## src/hw/fhl_defines.svh

```systemverilog
`ifndef FHL_DEFINES_SVH
`define FHL_DEFINES_SVH
`define FHL_IDX_HIST_A 12'he46
`define FHL_IDX_HIST_B 12'he47
`define FHL_IDX_HIST_C 12'he48
`define FHL_IDX_HIST_D 12'he49
`define FHL_IDX_SNAP_FREQ 12'he32
`define FHL_IDX_SNAP_VBUS 12'he33
`define FHL_IDX_SNAP_CURR 12'he34
`define FHL_IDX_SNAP_TEMP 12'he35
`define FHL_IDX_BASIC_LOG 12'he50
`define FHL_IDX_CTRL 12'he51
`define FHL_IDX_IRQ_STAT 12'he52
`define FHL_IDX_IRQ_MASK 12'he53
`define FHL_CTRL_CLR_STOP 0
`define FHL_CTRL_DEB_EN 1
`define FHL_IRQ_LOGGED 0
`define FHL_IRQ_DROPPED 1
`define FHL_RESET_VAL 16'h0000
`define FHL_CODE_POWER_LOSS 16'h003e
`define FHL_CODE_UV_STOP 16'h000e
`endif

```

## src/hw/fhl_pkg.sv

```systemverilog
`default_nettype none
package fhl_pkg;
  typedef logic [15:0] fhl_word_t;
  typedef struct packed {
    fhl_word_t freq;
    fhl_word_t vbus;
    fhl_word_t curr;
    fhl_word_t temp;
  } fhl_snap_s;
  typedef struct packed {
    logic valid;
    fhl_word_t code;
  } fhl_fault_s;
endpackage
`default_nettype wire

```

## src/hw/fhl_top.sv

```systemverilog
// Design decision made here: the Wishbone slave port.
`include "fhl_defines.svh"
`default_nettype none
module fhl_top import fhl_pkg::*; (
  input wire logic clk_i,
  input wire logic rst_i,
  input wire logic wb_cyc_i,
  input wire logic wb_stb_i,
  input wire logic wb_we_i,
  input wire logic [13:0] wb_adr_i,
  input wire logic [3:0] wb_sel_i,
  input wire logic [31:0] wb_dat_i,
  output logic [31:0] wb_dat_o,
  output logic wb_ack_o,
  input wire logic fault_valid_i,
  input wire logic [15:0] fault_code_i,
  input wire logic power_loss_decel_i,
  input wire fhl_snap_s live_i,
  output logic drive_stop_o,
  output logic irq_o
);
  typedef struct packed {
    fhl_word_t [3:0] hist;
    fhl_snap_s snap;
    fhl_word_t basic;
    logic stop;
    logic deb_en;
    logic [1:0] stat;
    logic [1:0] mask;
    logic ack;
    logic [31:0] rdat;
  } fhl_state_s;

  fhl_state_s s_q, s_d;

  // Full table of legal codes
  function automatic logic code_defined(input fhl_word_t c);
    unique case (c)
      16'h0001, 16'h0002, 16'h0003, 16'h0004, 16'h0006: return 1'b1;
      16'h0007, 16'h0008, 16'h0009, 16'h000a: return 1'b1;
      16'h000b, 16'h000c, 16'h000d, 16'h000e: return 1'b1;
      16'h000f, 16'h0010, 16'h0012: return 1'b1;
      16'h0015, 16'h0016, 16'h0017, 16'h0018: return 1'b1;
      16'h001a, 16'h001b, 16'h001c: return 1'b1;
      16'h001f, 16'h0021, 16'h0022, 16'h0023: return 1'b1;
      16'h0024, 16'h0025: return 1'b1;
      16'h0028, 16'h0029, 16'h0030, 16'h0031: return 1'b1;
      16'h0032, 16'h0033, 16'h0034: return 1'b1;
      16'h0036, 16'h0037, 16'h0038, 16'h0039: return 1'b1;
      16'h003a: return 1'b1;
      16'h003f, 16'h0052, 16'h0053, 16'h0054: return 1'b1;
      16'h0057: return 1'b1;
      16'h008e, 16'h008f, 16'h0095, 16'h0096: return 1'b1;
      16'h0097, 16'h0098, 16'h009d: return 1'b1;
      16'h003e: return 1'b1;
      default: return 1'b0;
    endcase
  endfunction

  logic req;
  logic [11:0] idx;
  logic fault_ok;
  logic log_now;
  fhl_word_t log_code;
  logic deb_act;

  assign deb_act = power_loss_decel_i & s_q.deb_en;

  assign req = wb_cyc_i & wb_stb_i & ~s_q.ack;
  assign idx = wb_adr_i[13:2];
  // Stopped undervoltage never logged
  assign fault_ok = fault_valid_i & code_defined(fault_code_i)
                    & (fault_code_i != `FHL_CODE_UV_STOP);
  assign log_now = fault_ok | (power_loss_decel_i & s_q.deb_en);
  assign log_code = (power_loss_decel_i & s_q.deb_en) ?
                    `FHL_CODE_POWER_LOSS : fault_code_i;

  always_comb begin
    s_d = s_q;
    s_d.ack = req;
    s_d.rdat = 32'h0000_0000;
    if (log_now) begin
      s_d.hist[3] = s_q.hist[2];
      s_d.hist[2] = s_q.hist[1];
      s_d.hist[1] = s_q.hist[0];
      s_d.hist[0] = log_code;
      s_d.snap = live_i;
      s_d.basic = log_code;
      s_d.stop = 1'b1;
    end
    if (req && wb_we_i && idx == `FHL_IDX_CTRL) begin
      if (wb_sel_i[0]) begin
        s_d.deb_en = wb_dat_i[`FHL_CTRL_DEB_EN];
        if (wb_dat_i[`FHL_CTRL_CLR_STOP] && !log_now)
          s_d.stop = 1'b0;
      end
    end
    if (req && wb_we_i && idx == `FHL_IDX_IRQ_MASK && wb_sel_i[0])
      s_d.mask = wb_dat_i[1:0];
    if (req && !wb_we_i) begin
      if (idx >= `FHL_IDX_HIST_A && idx <= `FHL_IDX_HIST_D)
        s_d.rdat[15:0] = s_q.hist[2'(idx - `FHL_IDX_HIST_A)];
      else if (idx == `FHL_IDX_SNAP_FREQ)
        s_d.rdat[15:0] = s_q.snap.freq;
      else if (idx == `FHL_IDX_SNAP_VBUS)
        s_d.rdat[15:0] = s_q.snap.vbus;
      else if (idx == `FHL_IDX_SNAP_CURR)
        s_d.rdat[15:0] = s_q.snap.curr;
      else if (idx == `FHL_IDX_SNAP_TEMP)
        s_d.rdat[15:0] = s_q.snap.temp;
      else if (idx == `FHL_IDX_BASIC_LOG)
        s_d.rdat[15:0] = s_q.basic;
      else if (idx == `FHL_IDX_CTRL)
        s_d.rdat[1:0] = {s_q.deb_en, s_q.stop};
      else if (idx == `FHL_IDX_IRQ_STAT)
        s_d.rdat[1:0] = s_q.stat;
      else if (idx == `FHL_IDX_IRQ_MASK)
        s_d.rdat[1:0] = s_q.mask;
    end
    // Read clears status, new event wins
    if (req && !wb_we_i && idx == `FHL_IDX_IRQ_STAT)
      s_d.stat = 2'b00;
    if (log_now)
      s_d.stat[`FHL_IRQ_LOGGED] = 1'b1;
    if (fault_valid_i && !fault_ok)
      s_d.stat[`FHL_IRQ_DROPPED] = 1'b1;
  end

  always_ff @(posedge clk_i) begin
    if (rst_i) begin
      s_q <= '0;
    end else begin
      s_q <= s_d;
    end
  end

  assign wb_ack_o = s_q.ack;
  assign wb_dat_o = s_q.rdat;
  assign drive_stop_o = s_q.stop;
  assign irq_o = |(s_q.stat & s_q.mask);
endmodule
`default_nettype wire

```

## config.mk

```make
export PLATFORM = sky130hd
export DESIGN_NAME = fhl_top
export DESIGN_NICKNAME = d
export VERILOG_FILES = /design/src/hw/fhl_pkg.sv /design/src/hw/fhl_top.sv
export VERILOG_INCLUDE_DIRS = /design/src /design/src/hw
export SDC_FILE = /design/constraint.sdc
export NUM_CORES = 1
export LEC_CHECK = 0
export BUFFER_PORTS_ARGS = -buffer_cell sky130_fd_sc_hd__buf_2
export CAP_MARGIN = 20
export CORE_MARGIN = 2
export CORE_UTILIZATION = 45
export DETAILED_ROUTE_END_ITERATION = 10
export PLACE_DENSITY = 0.76
export SETUP_SLACK_MARGIN = 0.2
export SYNTH_ARGS = -nofsm -noshare
export SYNTH_HDL_FRONTEND = slang
export SYNTH_SLANG_ARGS = --single-unit
export TNS_END_PERCENT = 30
```

## constraint.sdc

```tcl
create_clock -name clk_i -period 2.5 [get_ports clk_i]
set_input_delay 0.125 -clock clk_i [delete_from_list [all_inputs] [get_ports clk_i]]
set_output_delay 0.125 -clock clk_i [all_outputs]
set_load 0.05 [all_outputs]
```

**After elaboration in Yosys (flattened, before gate mapping)**

Memory sizes are Yosys's and may differ from the RTL's.
Index checks and enable logic that the tools add are counted.
W data, S select, Z words.

- Add/sub/neg operators: 1
- Order comparisons: 3
- Equality and inequality tests: 9
- Multiplexer cells: 21
- Bitwise operators: 9
- Reductions and logical operators: 18

Operator list:

| kind | number |
|---|---|
| $mux W16 | 7 |
| $eq A12 B12 Y1 const B | 8 |
| $bmux W16 S2 | 1 |
| $ne A16 B4 Y1 const B | 1 |
| $mux W14 | 1 |
| $mux W2 | 7 |
| $ge A12 B12 Y1 const B | 1 |
| $le A12 B12 Y1 const B | 1 |
| $logic_and A1 B1 Y1 | 9 |
| $logic_not A8 Y1 | 1 |
| $and A1 B1 Y1 | 5 |
| $mux W1 | 5 |
| $reduce_bool A2 Y1 | 2 |
| $reduce_or A2 Y1 | 2 |
| $logic_not A1 Y1 | 3 |
| $lt A2 B3 Y1 const B | 1 |
| $and A2 B2 Y2 | 1 |
| $not A1 Y1 | 2 |
| $reduce_and A2 Y1 | 1 |
| $sub A2 B2 Y2 const B | 1 |
| $or A1 B1 Y1 | 1 |

- Flip-flop bits (word level): 167
- ROM bits: 256
- Memories kept: 1

Memories:

| name | words | bits a word | rd ports | clocked after memory_dff | write ports | RTL line | text |
|---|---|---|---|---|---|---|---|
| (name not given) | 256 | 1 | 1 | 0 | 0 | fhl_top.sv:38 | `unique case (c)` |

**Logic depth before layout (Yosys ltp)**

Gate-level depths: netlist of the first run.

- Depth after elaboration: 10
- Mapped depth: 10

**Least setup slack after synthesis of the first run**

OpenSTA, ideal clock, no wires.

- Path kind: input port to flip-flop
- Start: in fault_code_i[12]
- End: reg s_q[101] (netlist bit)
- Library setup time: 0.120 ns
- Data arrival time: 1.847 ns
- Path slack: 0.533 ns
- Stages: 8
- Buffers on the path: 3
- Path through: or4_4 -> a2111oi_4 -> o2111a_1 -> o22ai_1 -> clkbuf_1 -> buf_6 -> buf_6 -> mux2i_1

- Longest elaborated chain between the ends: 5
- Elaborated cells on any way between the ends: 6

Ends and longest elaborated chain:

| element | RTL line | text |
|---|---|---|
| start, declared | fhl_top.sv:16 | `input wire logic [15:0] fault_code_i,` |
| $logic_not A8 Y1 | fhl_top.sv:38 |  |
| $mux W1 | fhl_top.sv:38 |  |
| $and A1 B1 Y1 | fhl_top.sv:72 | `assign fault_ok = fault_valid_i & code_defined(fault_code_i)` |
| $and A1 B1 Y1 * | fhl_top.sv:72 |  |
| $or A1 B1 Y1 * | fhl_top.sv:74 | `assign log_now = fault_ok \| (power_loss_decel_i & s_q.deb_en);` |
| end signal, assigned | fhl_top.sv:131 | `s_q <= '0;` |
| end signal, assigned | fhl_top.sv:133 | `s_q <= s_d;` |
| end, declared | fhl_top.sv:34 | `fhl_state_s s_q, s_d;` |

Every way passes the cells marked *; elsewhere a longest branch is shown, timed or not.
A chain may end at the register's enable or synchronous reset.

**Worst setup path in the final report of the first run**

- Start: in fault_code_i[1]
- End: reg s_q[78] (netlist bit)

- Longest elaborated chain between the ends: 5
- Elaborated cells on any way between the ends: 6

Ends and longest elaborated chain:

| element | RTL line |
|---|---|
| $mem_v2 Z256 W1 | - |
| $mux W1 | fhl_top.sv:38 |
| $and A1 B1 Y1 | fhl_top.sv:72 |
| $and A1 B1 Y1 * | fhl_top.sv:72 |
| $or A1 B1 Y1 * | fhl_top.sv:74 |

Marked as above.

==> impl_metrics.json, run 1 <==
{
  "fp.dieArea_sq_um": 18430,
  "slowest_delay_ns": 0.39,
  "numCtsBuffers": 17,
  "drc": 0,
  "post_synth_num_cell_types": 54,
  "synth-seq-cells": 151,
  "cts_tree": "done",
  "cts_root_buf": "clkbuf_16",
  "drt-initial-drc-count": 587,
  "ys.flop_type": "dfxtp_1",
  "n_antenna_cell": 0,
  "post_cts_buffers": 0,
  "fin_crit_ns": 1.936,
  "syn-instance-count": 777,
  "finalSetupViolations": 0,
  "cp.arrival_ns": 2.28,
  "syn2layout_area_growth_pct": 22.86,
  "nets": 1060,
  "ys_warn_count": 0,
  "relSlewSlack": 0.4952,
  "power_frac_comb": 0.087,
  "critPathCaptureType": "flip-flop",
  "grt_pass1_vias": 5960,
  "finalWirelength_um": 18980,
  "grt_most_used_layer": "met2",
  "power_frac_seq": 0.451,
  "switchingPower_mw": 1.281,
  "drv_slew": 0,
  "holdWs_ns": 0.01175,
  "instances_no_fill": 1155,
  "post-dp-hpwl_um": 12160,
  "clock_sinks": 151,
  "fmax_ghz": 0.5165,
  "io_buffers": 120,
  "wl_per_cell_um": 16.43,
  "gp_congestion": 0.7775,
  "final_area_sq_um": 9595,
  "ys_seq_area_frac": 0.3871,
  "syn_area_sq_um": 7810,
  "start_util": 0.4563,
  "fp.coreArea_sq_um": 17120,
  "grt.overflow.total": 0,
  "maxCapViolCount": 0,
  "drive_gt1_frac": 0.2140,
  "dp_cells": 1063,
  "crit_family": "compound AO/OA/AOI/OAI gates",
  "cts_buffer_depth": 2,
  "startpoint_type": "input pin",
  "track_usage": 0.2092,
  "power-per-cell-area_nw_per_um2": 556.7,
  "fill_cells": 1441,
  "antenna_found_initial": 0,
  "cp_max_fo": 31,
  "grt_max_degree": 84,
  "grt_use_met2": 0.3493,
  "timing.final.crit_share": 0.7745,
  "hold_path_class": "input pin to flip-flop",
  "synth_edf_count": 0,
  "clk_pin_slew_ns": 0.07,
  "postRouteAntennaNets": 0,
  "die_w_um": 135.7,
  "ir_drop_mv": 0.5362,
  "grt_pass1_wl_um": 30150,
  "p_clk_frac": 0.462,
  "clock_skew_ns": 0.009379,
  "hold_violations": 0,
  "use_met1": 0.2725,
  "status": "completed",
  "slowest_stage": "o22ai_4",
  "rows": 48,
  "totalNegativeSetupSlack_ns": 0,
  "internal_power_mw": 4.061,
  "clock_latency_ns": 0.42,
  "path_cells": "buf_2 > inv_1 > ha_1 > and2_1 > o41a_1 > nand2_1 > o22ai_4 > buf_12 > mux2i_1",
  "grt_use_met3": 0.04489,
  "vias": 6103,
  "dpl_cell_area_sq_um": 8421,
  "power_leakage_nw": 4.329,
  "crit_required_ns": 2.85,
  "drt_first_pass_iters": 8,
  "via_per_inst": 5.284,
  "syn_area_per_cell_sq_um": 10.05,
  "async_reset_ff_frac": 0,
  "die_height_um": 135.7,
  "rsz0062_at_grt": "false",
  "switching_share": 0.2398,
  "num_io_pins": 172,
  "tightestPinTransition_ns": 0.7572,
  "htreeDepth": 4,
  "critPathKind": "input pin to flip-flop",
  "crit_buf_inv": 3
}
==> layout make-up <==
cell class / count / area (sq um) / share of cell area
multi-input combinational: 537 / 4283 / 0.4463
sequential: 151 / 3023 / 0.3150
timing repair buffer: 198 / 1389 / 0.1447
clock buffer: 19 / 452.9 / 0.04720
tap: 225 / 281.5 / 0.02934
clock inverter: 13 / 121.4 / 0.01265
inverter: 12 / 45.04 / 0.004694
==> sequential cells by signal (all words and copies together), names as in the netlist <==
| name | cells |
|---|---|
| s_q | 133 |
| wb_ack_o | 1 |
| drive_stop_o | 1 |
| wb_dat_o | 16 |
==> routing by layer <==
| metal | share of wire | wire, um |
|---|---|---|
| met1 | 0.44 | 8357 |
| met2 | 0.49 | 9237 |
| met3 | 0.057 | 1087 |
| met4 | 0.015 | 294 |
| met5 | 0 | 0 |
==> cell families after synthesis <==
family / after synthesis / synth area share
AO/OA/AOI/OAI: 97 / 0.1022
adder cells (fa/ha/maj): 6 / 0.009612
buffers and inverters: 104 / 0.07353
flip-flops: 151 / 0.3871
multiplexers: 140 / 0.2083
other: 1 / 0.0004802
AND/OR/NAND/NOR: 278 / 0.2188
==> power groups by stage <==
stage / logic (mW) / clock network (mW) / registers (mW)
floorplan: 0.266 / 0 / 2.47
global placement: 0.384 / 0 / 2.46
detailed placement: 0.386 / 0 / 2.46
CTS: 0.460 / 2.49 / 2.41
global route: 0.501 / 2.63 / 2.41
finish: 0.464 / 2.47 / 2.41
==> cells in the mapped netlist (3+ instances only) <==
| library cell | n | area share |
|---|---|---|
| nand2b_1 | 198 | 0.16 |
| dfxtp_1 | 151 | 0.39 |
| mux2i_1 | 122 | 0.16 |
| clkbuf_1 | 39 | 0.019 |
| buf_4 | 32 | 0.031 |
| a21oi_1 | 19 | 0.012 |
| mux4_2 | 18 | 0.052 |
| nor2_1 | 18 | 0.0087 |
| a22o_1 | 16 | 0.018 |
| a22oi_1 | 14 | 0.013 |
| a222oi_1 | 13 | 0.017 |
| inv_1 | 12 | 0.0058 |
| nand2_1 | 10 | 0.0048 |
| buf_2 | 9 | 0.0058 |
| nor3b_1 | 9 | 0.0087 |
| a2111oi_0 | 8 | 0.0090 |
| buf_6 | 7 | 0.010 |
| and3_1 | 6 | 0.0048 |
| ha_1 | 6 | 0.0096 |
| and2_1 | 5 | 0.0040 |
| buf_1 | 5 | 0.0024 |
| nand3_1 | 5 | 0.0032 |
| o32ai_1 | 5 | 0.0056 |
| nor3_1 | 4 | 0.0026 |
| o22ai_1 | 4 | 0.0032 |
| nor4_1 | 3 | 0.0024 |
| o21ai_0 | 3 | 0.0019 |
==> worst paths after layout <==
check	from	endpoint	slack [ns]	cells after the start
setup / recovery	fault_code_i[1]	s_q[78]	0.56	9
hold / removal	live_i[40]	s_q[95]	0.01	3
setup reg to reg	s_q[37]	s_q[78]	0.74	4
hold reg to reg	s_q[179]	s_q[179]	0.47	2
==> tightest hold or removal path, stage by stage <==
cell	delay [ns]
buf_2	0.11
nand2b_1	0.08
mux2i_1	0.06
==> placed cells by master (no fill, tap or decap), drive strengths merged, types with 5 or more instances in the layout <==
cell	n
dlygate4sd3	60
conb	16
clkbuf	19
inv	14
nand2b	198
nand2	10
nor3b	9
o32ai	5
a2111oi	10
and2	6
mux4	18
ha	6
mux2i	122
clkinvlp	5
a222oi	13
and3	6
clkinv	5
a22o	16
buf	138
a21oi	19
dfxtp	151
a22oi	14
nor2	18
nand3	5
==> through the flow <==
stage          setup WS, ns  utilization  total power, mW
2_1_floorplan        0.5334            -            2.731
3_3_place_gp         0.1888       0.4920            2.847
3_5_place_dp         0.1535       0.4920            2.850
4_1_cts              0.5659       0.5606            5.359
5_1_grt              0.3998       0.5606            5.536
6_report             0.5638       0.5606            5.342
==> timing repair <==
| action | in CTS | in global routing |
|---|---|---|
| resized for setup | 0 | 0 |
| hold endpoints to repair | 62 | 0 |
| hold buffers | 60 | 0 |
Note: power is estimated with default switching activity, not from simulation.
==> run 2: changes to the inputs <==
--- a/config.mk
+++ b/config.mk
@@ -6,12 +6,13 @@
 export SDC_FILE = /design/constraint.sdc
 export NUM_CORES = 1
 export LEC_CHECK = 0
+export ABC_AREA = 1
 export BUFFER_PORTS_ARGS = -buffer_cell sky130_fd_sc_hd__buf_2
 export CAP_MARGIN = 20
 export CORE_MARGIN = 2
 export CORE_UTILIZATION = 45
 export DETAILED_ROUTE_END_ITERATION = 10
-export PLACE_DENSITY = 0.76
+export PLACE_DENSITY = 0.77
 export SETUP_SLACK_MARGIN = 0.2
 export SYNTH_ARGS = -nofsm -noshare
 export SYNTH_HDL_FRONTEND = slang
==> constraint.sdc (replaced) <==
create_clock -name clk_i -period 1.8 [get_ports clk_i]
set_input_delay 0.09 -clock clk_i [delete_from_list [all_inputs] [get_ports clk_i]]
set_output_delay 0.09 -clock clk_i [all_outputs]
set_load 0.05 [all_outputs]
==> impl_metrics.json, run 2 <==
{
  "vias": 7812,
  "gp_congestion": 0.9285,
  "drc": 0,
  "syn_area_per_cell_sq_um": 7.056,
  "status": "completed",
  "finalWirelength_um": 22650,
  "crit_required_ns": 2.13,
  "postRouteAntennaNets": 0,
  "drt-initial-drc-count": 902,
  "fp.coreArea_sq_um": 15830,
  "synth_area_leaders": "dfxtp_1 42%, nand2_1 12%, nand3_1 12%",
  "maxCapViolCount": 0,
  "hold_path_class": "input pin to flip-flop",
  "largest_reg_flops": 133,
  "die_w_um": 130.8,
  "hold_violations": 0,
  "numCtsBuffers": 17,
  "die_height_um": 130.8,
  "final_common_cell": "nand2_1",
  "yosysTopAreaCellShare": 0.4176,
  "rows": 46,
  "drive_gt1_frac": 0.1779,
  "fmax_ghz": 0.6624,
  "antenna_found_initial": 0,
  "cts_root_buf": "clkbuf_16",
  "synth_most_common_cell": "nand2_1",
  "post_synth_num_cell_types": 37,
  "synth_xor_area_frac": 0,
  "synth.top_cells.by_count": "238 x nand2_1, 175 x nand3_1, 161 x a21oi_1, 151 x dfxtp_1, 58 x nor2_1",
  "grt_pass1_wl_um": 35170,
  "power_mw": 7.451,
  "io_buffers": 120,
  "syn2layout_area_growth_pct": 30.63,
  "critPathKind": "input pin to flip-flop",
  "tightestPinTransition_ns": 0.9285,
  "via_per_inst": 5.436,
  "grt_pass1_vias": 7030,
  "wl_per_cell_um": 15.76,
  "cts_tree": "done",
  "ys_warn_count": 0,
  "largest_register": "s_q",
  "clk_pin_slew_ns": 0.07,
  "drv_slew": 0,
  "async_reset_ff_frac": 0,
  "startpoint_type": "input pin",
  "clock_skew_ns": 0.009152,
  "timing.final.crit_share": 0.8387,
  "htreeDepth": 4,
  "grt_max_degree": 89,
  "clock_sinks": 151,
  "layout_common_cells": "237 x nand2_1, 175 x nand3_1, 161 x a21oi_1, 150 x dfxtp_1, 119 x buf_2",
  "num_io_pins": 172,
  "cts_buffer_depth": 2,
  "finalSetupViolations": 0,
  "drt_first_pass_iters": 6,
  "synth-compound-area-share": 0.1682,
  "clock_latency_ns": 0.43,
  "nets": 1351,
  "synth_fa_ha_area_frac": 0.01037,
  "ir_drop_mv": 0.6324,
  "synth_top_family_by_area": "simple AND/OR/NAND/NOR gates",
  "cp_max_fo": 25,
  "fin_util": 0.5975,
  "critPathCaptureType": "flip-flop",
  "synth-simple-area-share": 0.2928,
  "fp.dieArea_sq_um": 17120,
  "synth_edf_count": 0,
  "ys.flop_type": "dfxtp_1",
  "fin_crit_ns": 1.510,
  "yosys.area.top_type": "dfxtp_1",
  "cp.arrival_ns": 1.84,
  "post-dp-hpwl_um": 14640,
  "grt.overflow.total": 0,
  "synth-seq-cells": 151,
  "relSlewSlack": 0.3810,
  "track_usage": 0.2642,
  "ys_seq_area_frac": 0.4176,
  "start_util": 0.4574,
  "syn_area_sq_um": 7239,
  "synth_mux_area_frac": 0,
  "power_leakage_nw": 3.731,
  "power-per-cell-area_nw_per_um2": 788.0,
  "rsz0062_at_grt": "true",
  "holdWs_ns": 0.006269,
  "syn-instance-count": 1026
}
[run 2: cell types whose count changed in the layout (fill, tap and decap cells not counted), moves of 9 or more]
cell / delta
a21oi_1: +142
a222oi_1: -13
a22o_1: -13
buf_4: +30
inv_1: +42
mux2i_1: -122
mux4_2: -18
nand2_1: +227
nand2b_1: -198
nand3_1: +170
nor2_1: +38
nor3b_1: -9
o2111ai_1: +10
o21ai_0: +10
[run 2: kinds of logic (layout without fill, tap and decap cells)]
| logic type | after synthesis | after routing |
|---|---|---|
| adders and majority gates | 6 | 6 |
| DFF | 151 | 151 |
| AOI/OAI and AO/OA | 216 | 216 |
| other | 1 | 17 |
| buffers and inverters | 160 | 339 |
| and+or+nand+nor | 492 | 492 |
[run 2: final timing paths]
kind,start,cells after the start,endpoint,slack [ns]
max,fault_code_i[1],13,s_q[85],0.29
min,wb_stb_i,5,wb_ack_o,0.006
max reg2reg,wb_ack_o,8,wb_dat_o[13],0.32
min reg2reg,s_q[43],2,s_q[139],0.47
[run 2: power by group]
part	switching [mW]	internal, mW	total [mW]
registers	0.00277	3.35	3.35
logic	0.322	0.243	0.565
clock network	1.39	2.14	3.54
total	1.72	5.73	7.45
[run 2: critical path, stage by stage]
cell and delay, ns:
buf_2 0.09, inv_1 0.07, ha_1 0.28, nand2_1 0.06, a21oi_1 0.15, o21ai_1 0.08, nand3_1 0.08, nand2_1 0.10
nand2_4 0.12, buf_12 0.18, buf_12 0.18, nand3_1 0.08, a21oi_1 0.26
[run 2: cell type report]
cell class | instances | area [sq um]
Fill cell | 1374 | 6371
Multi-Input combinational cell | 730 | 3503
Sequential cell | 151 | 3024
Timing Repair Buffer | 243 | 1834
Clock buffer | 24 | 481.7
Tap cell | 216 | 270.3
Inverter | 65 | 246.5
Clock inverter | 7 | 93.84
Antenna cell | 1 | 2.502
[run 2: routing by layer]
metal,GRT usage,share of wire
met5,0,0
met4,0.1114,0.035
met3,0.05945,0.088
met2,0.4102,0.45
met1,0.3554,0.42
[run 2: metrics by stage]
stage	cell area [sq um]	setup TNS, ns	setup WS (ns)	instances
after floorplan	7297	0	0.2445	1041
after global placement	8179	-0.01376	-0.004316	1337
after detailed placement	8179	-0.2213	-0.04706	1337
after CTS	9438	0	0.2132	1436
after global routing	9454	0	0.1907	1436
final	9457	0	0.2904	1437
[run 2: timing repair]
| item | CTS | global route |
|---|---|---|
| gates cloned | 0 | 0 |
| setup endpoints to repair | 11 | 18 |
| buffers inserted | 0 | 0 |
| endpoints found under the hold margin | 69 | 0 |
| gates resized for setup | 2 | 3 |
| hold buffers | 68 | 0 |
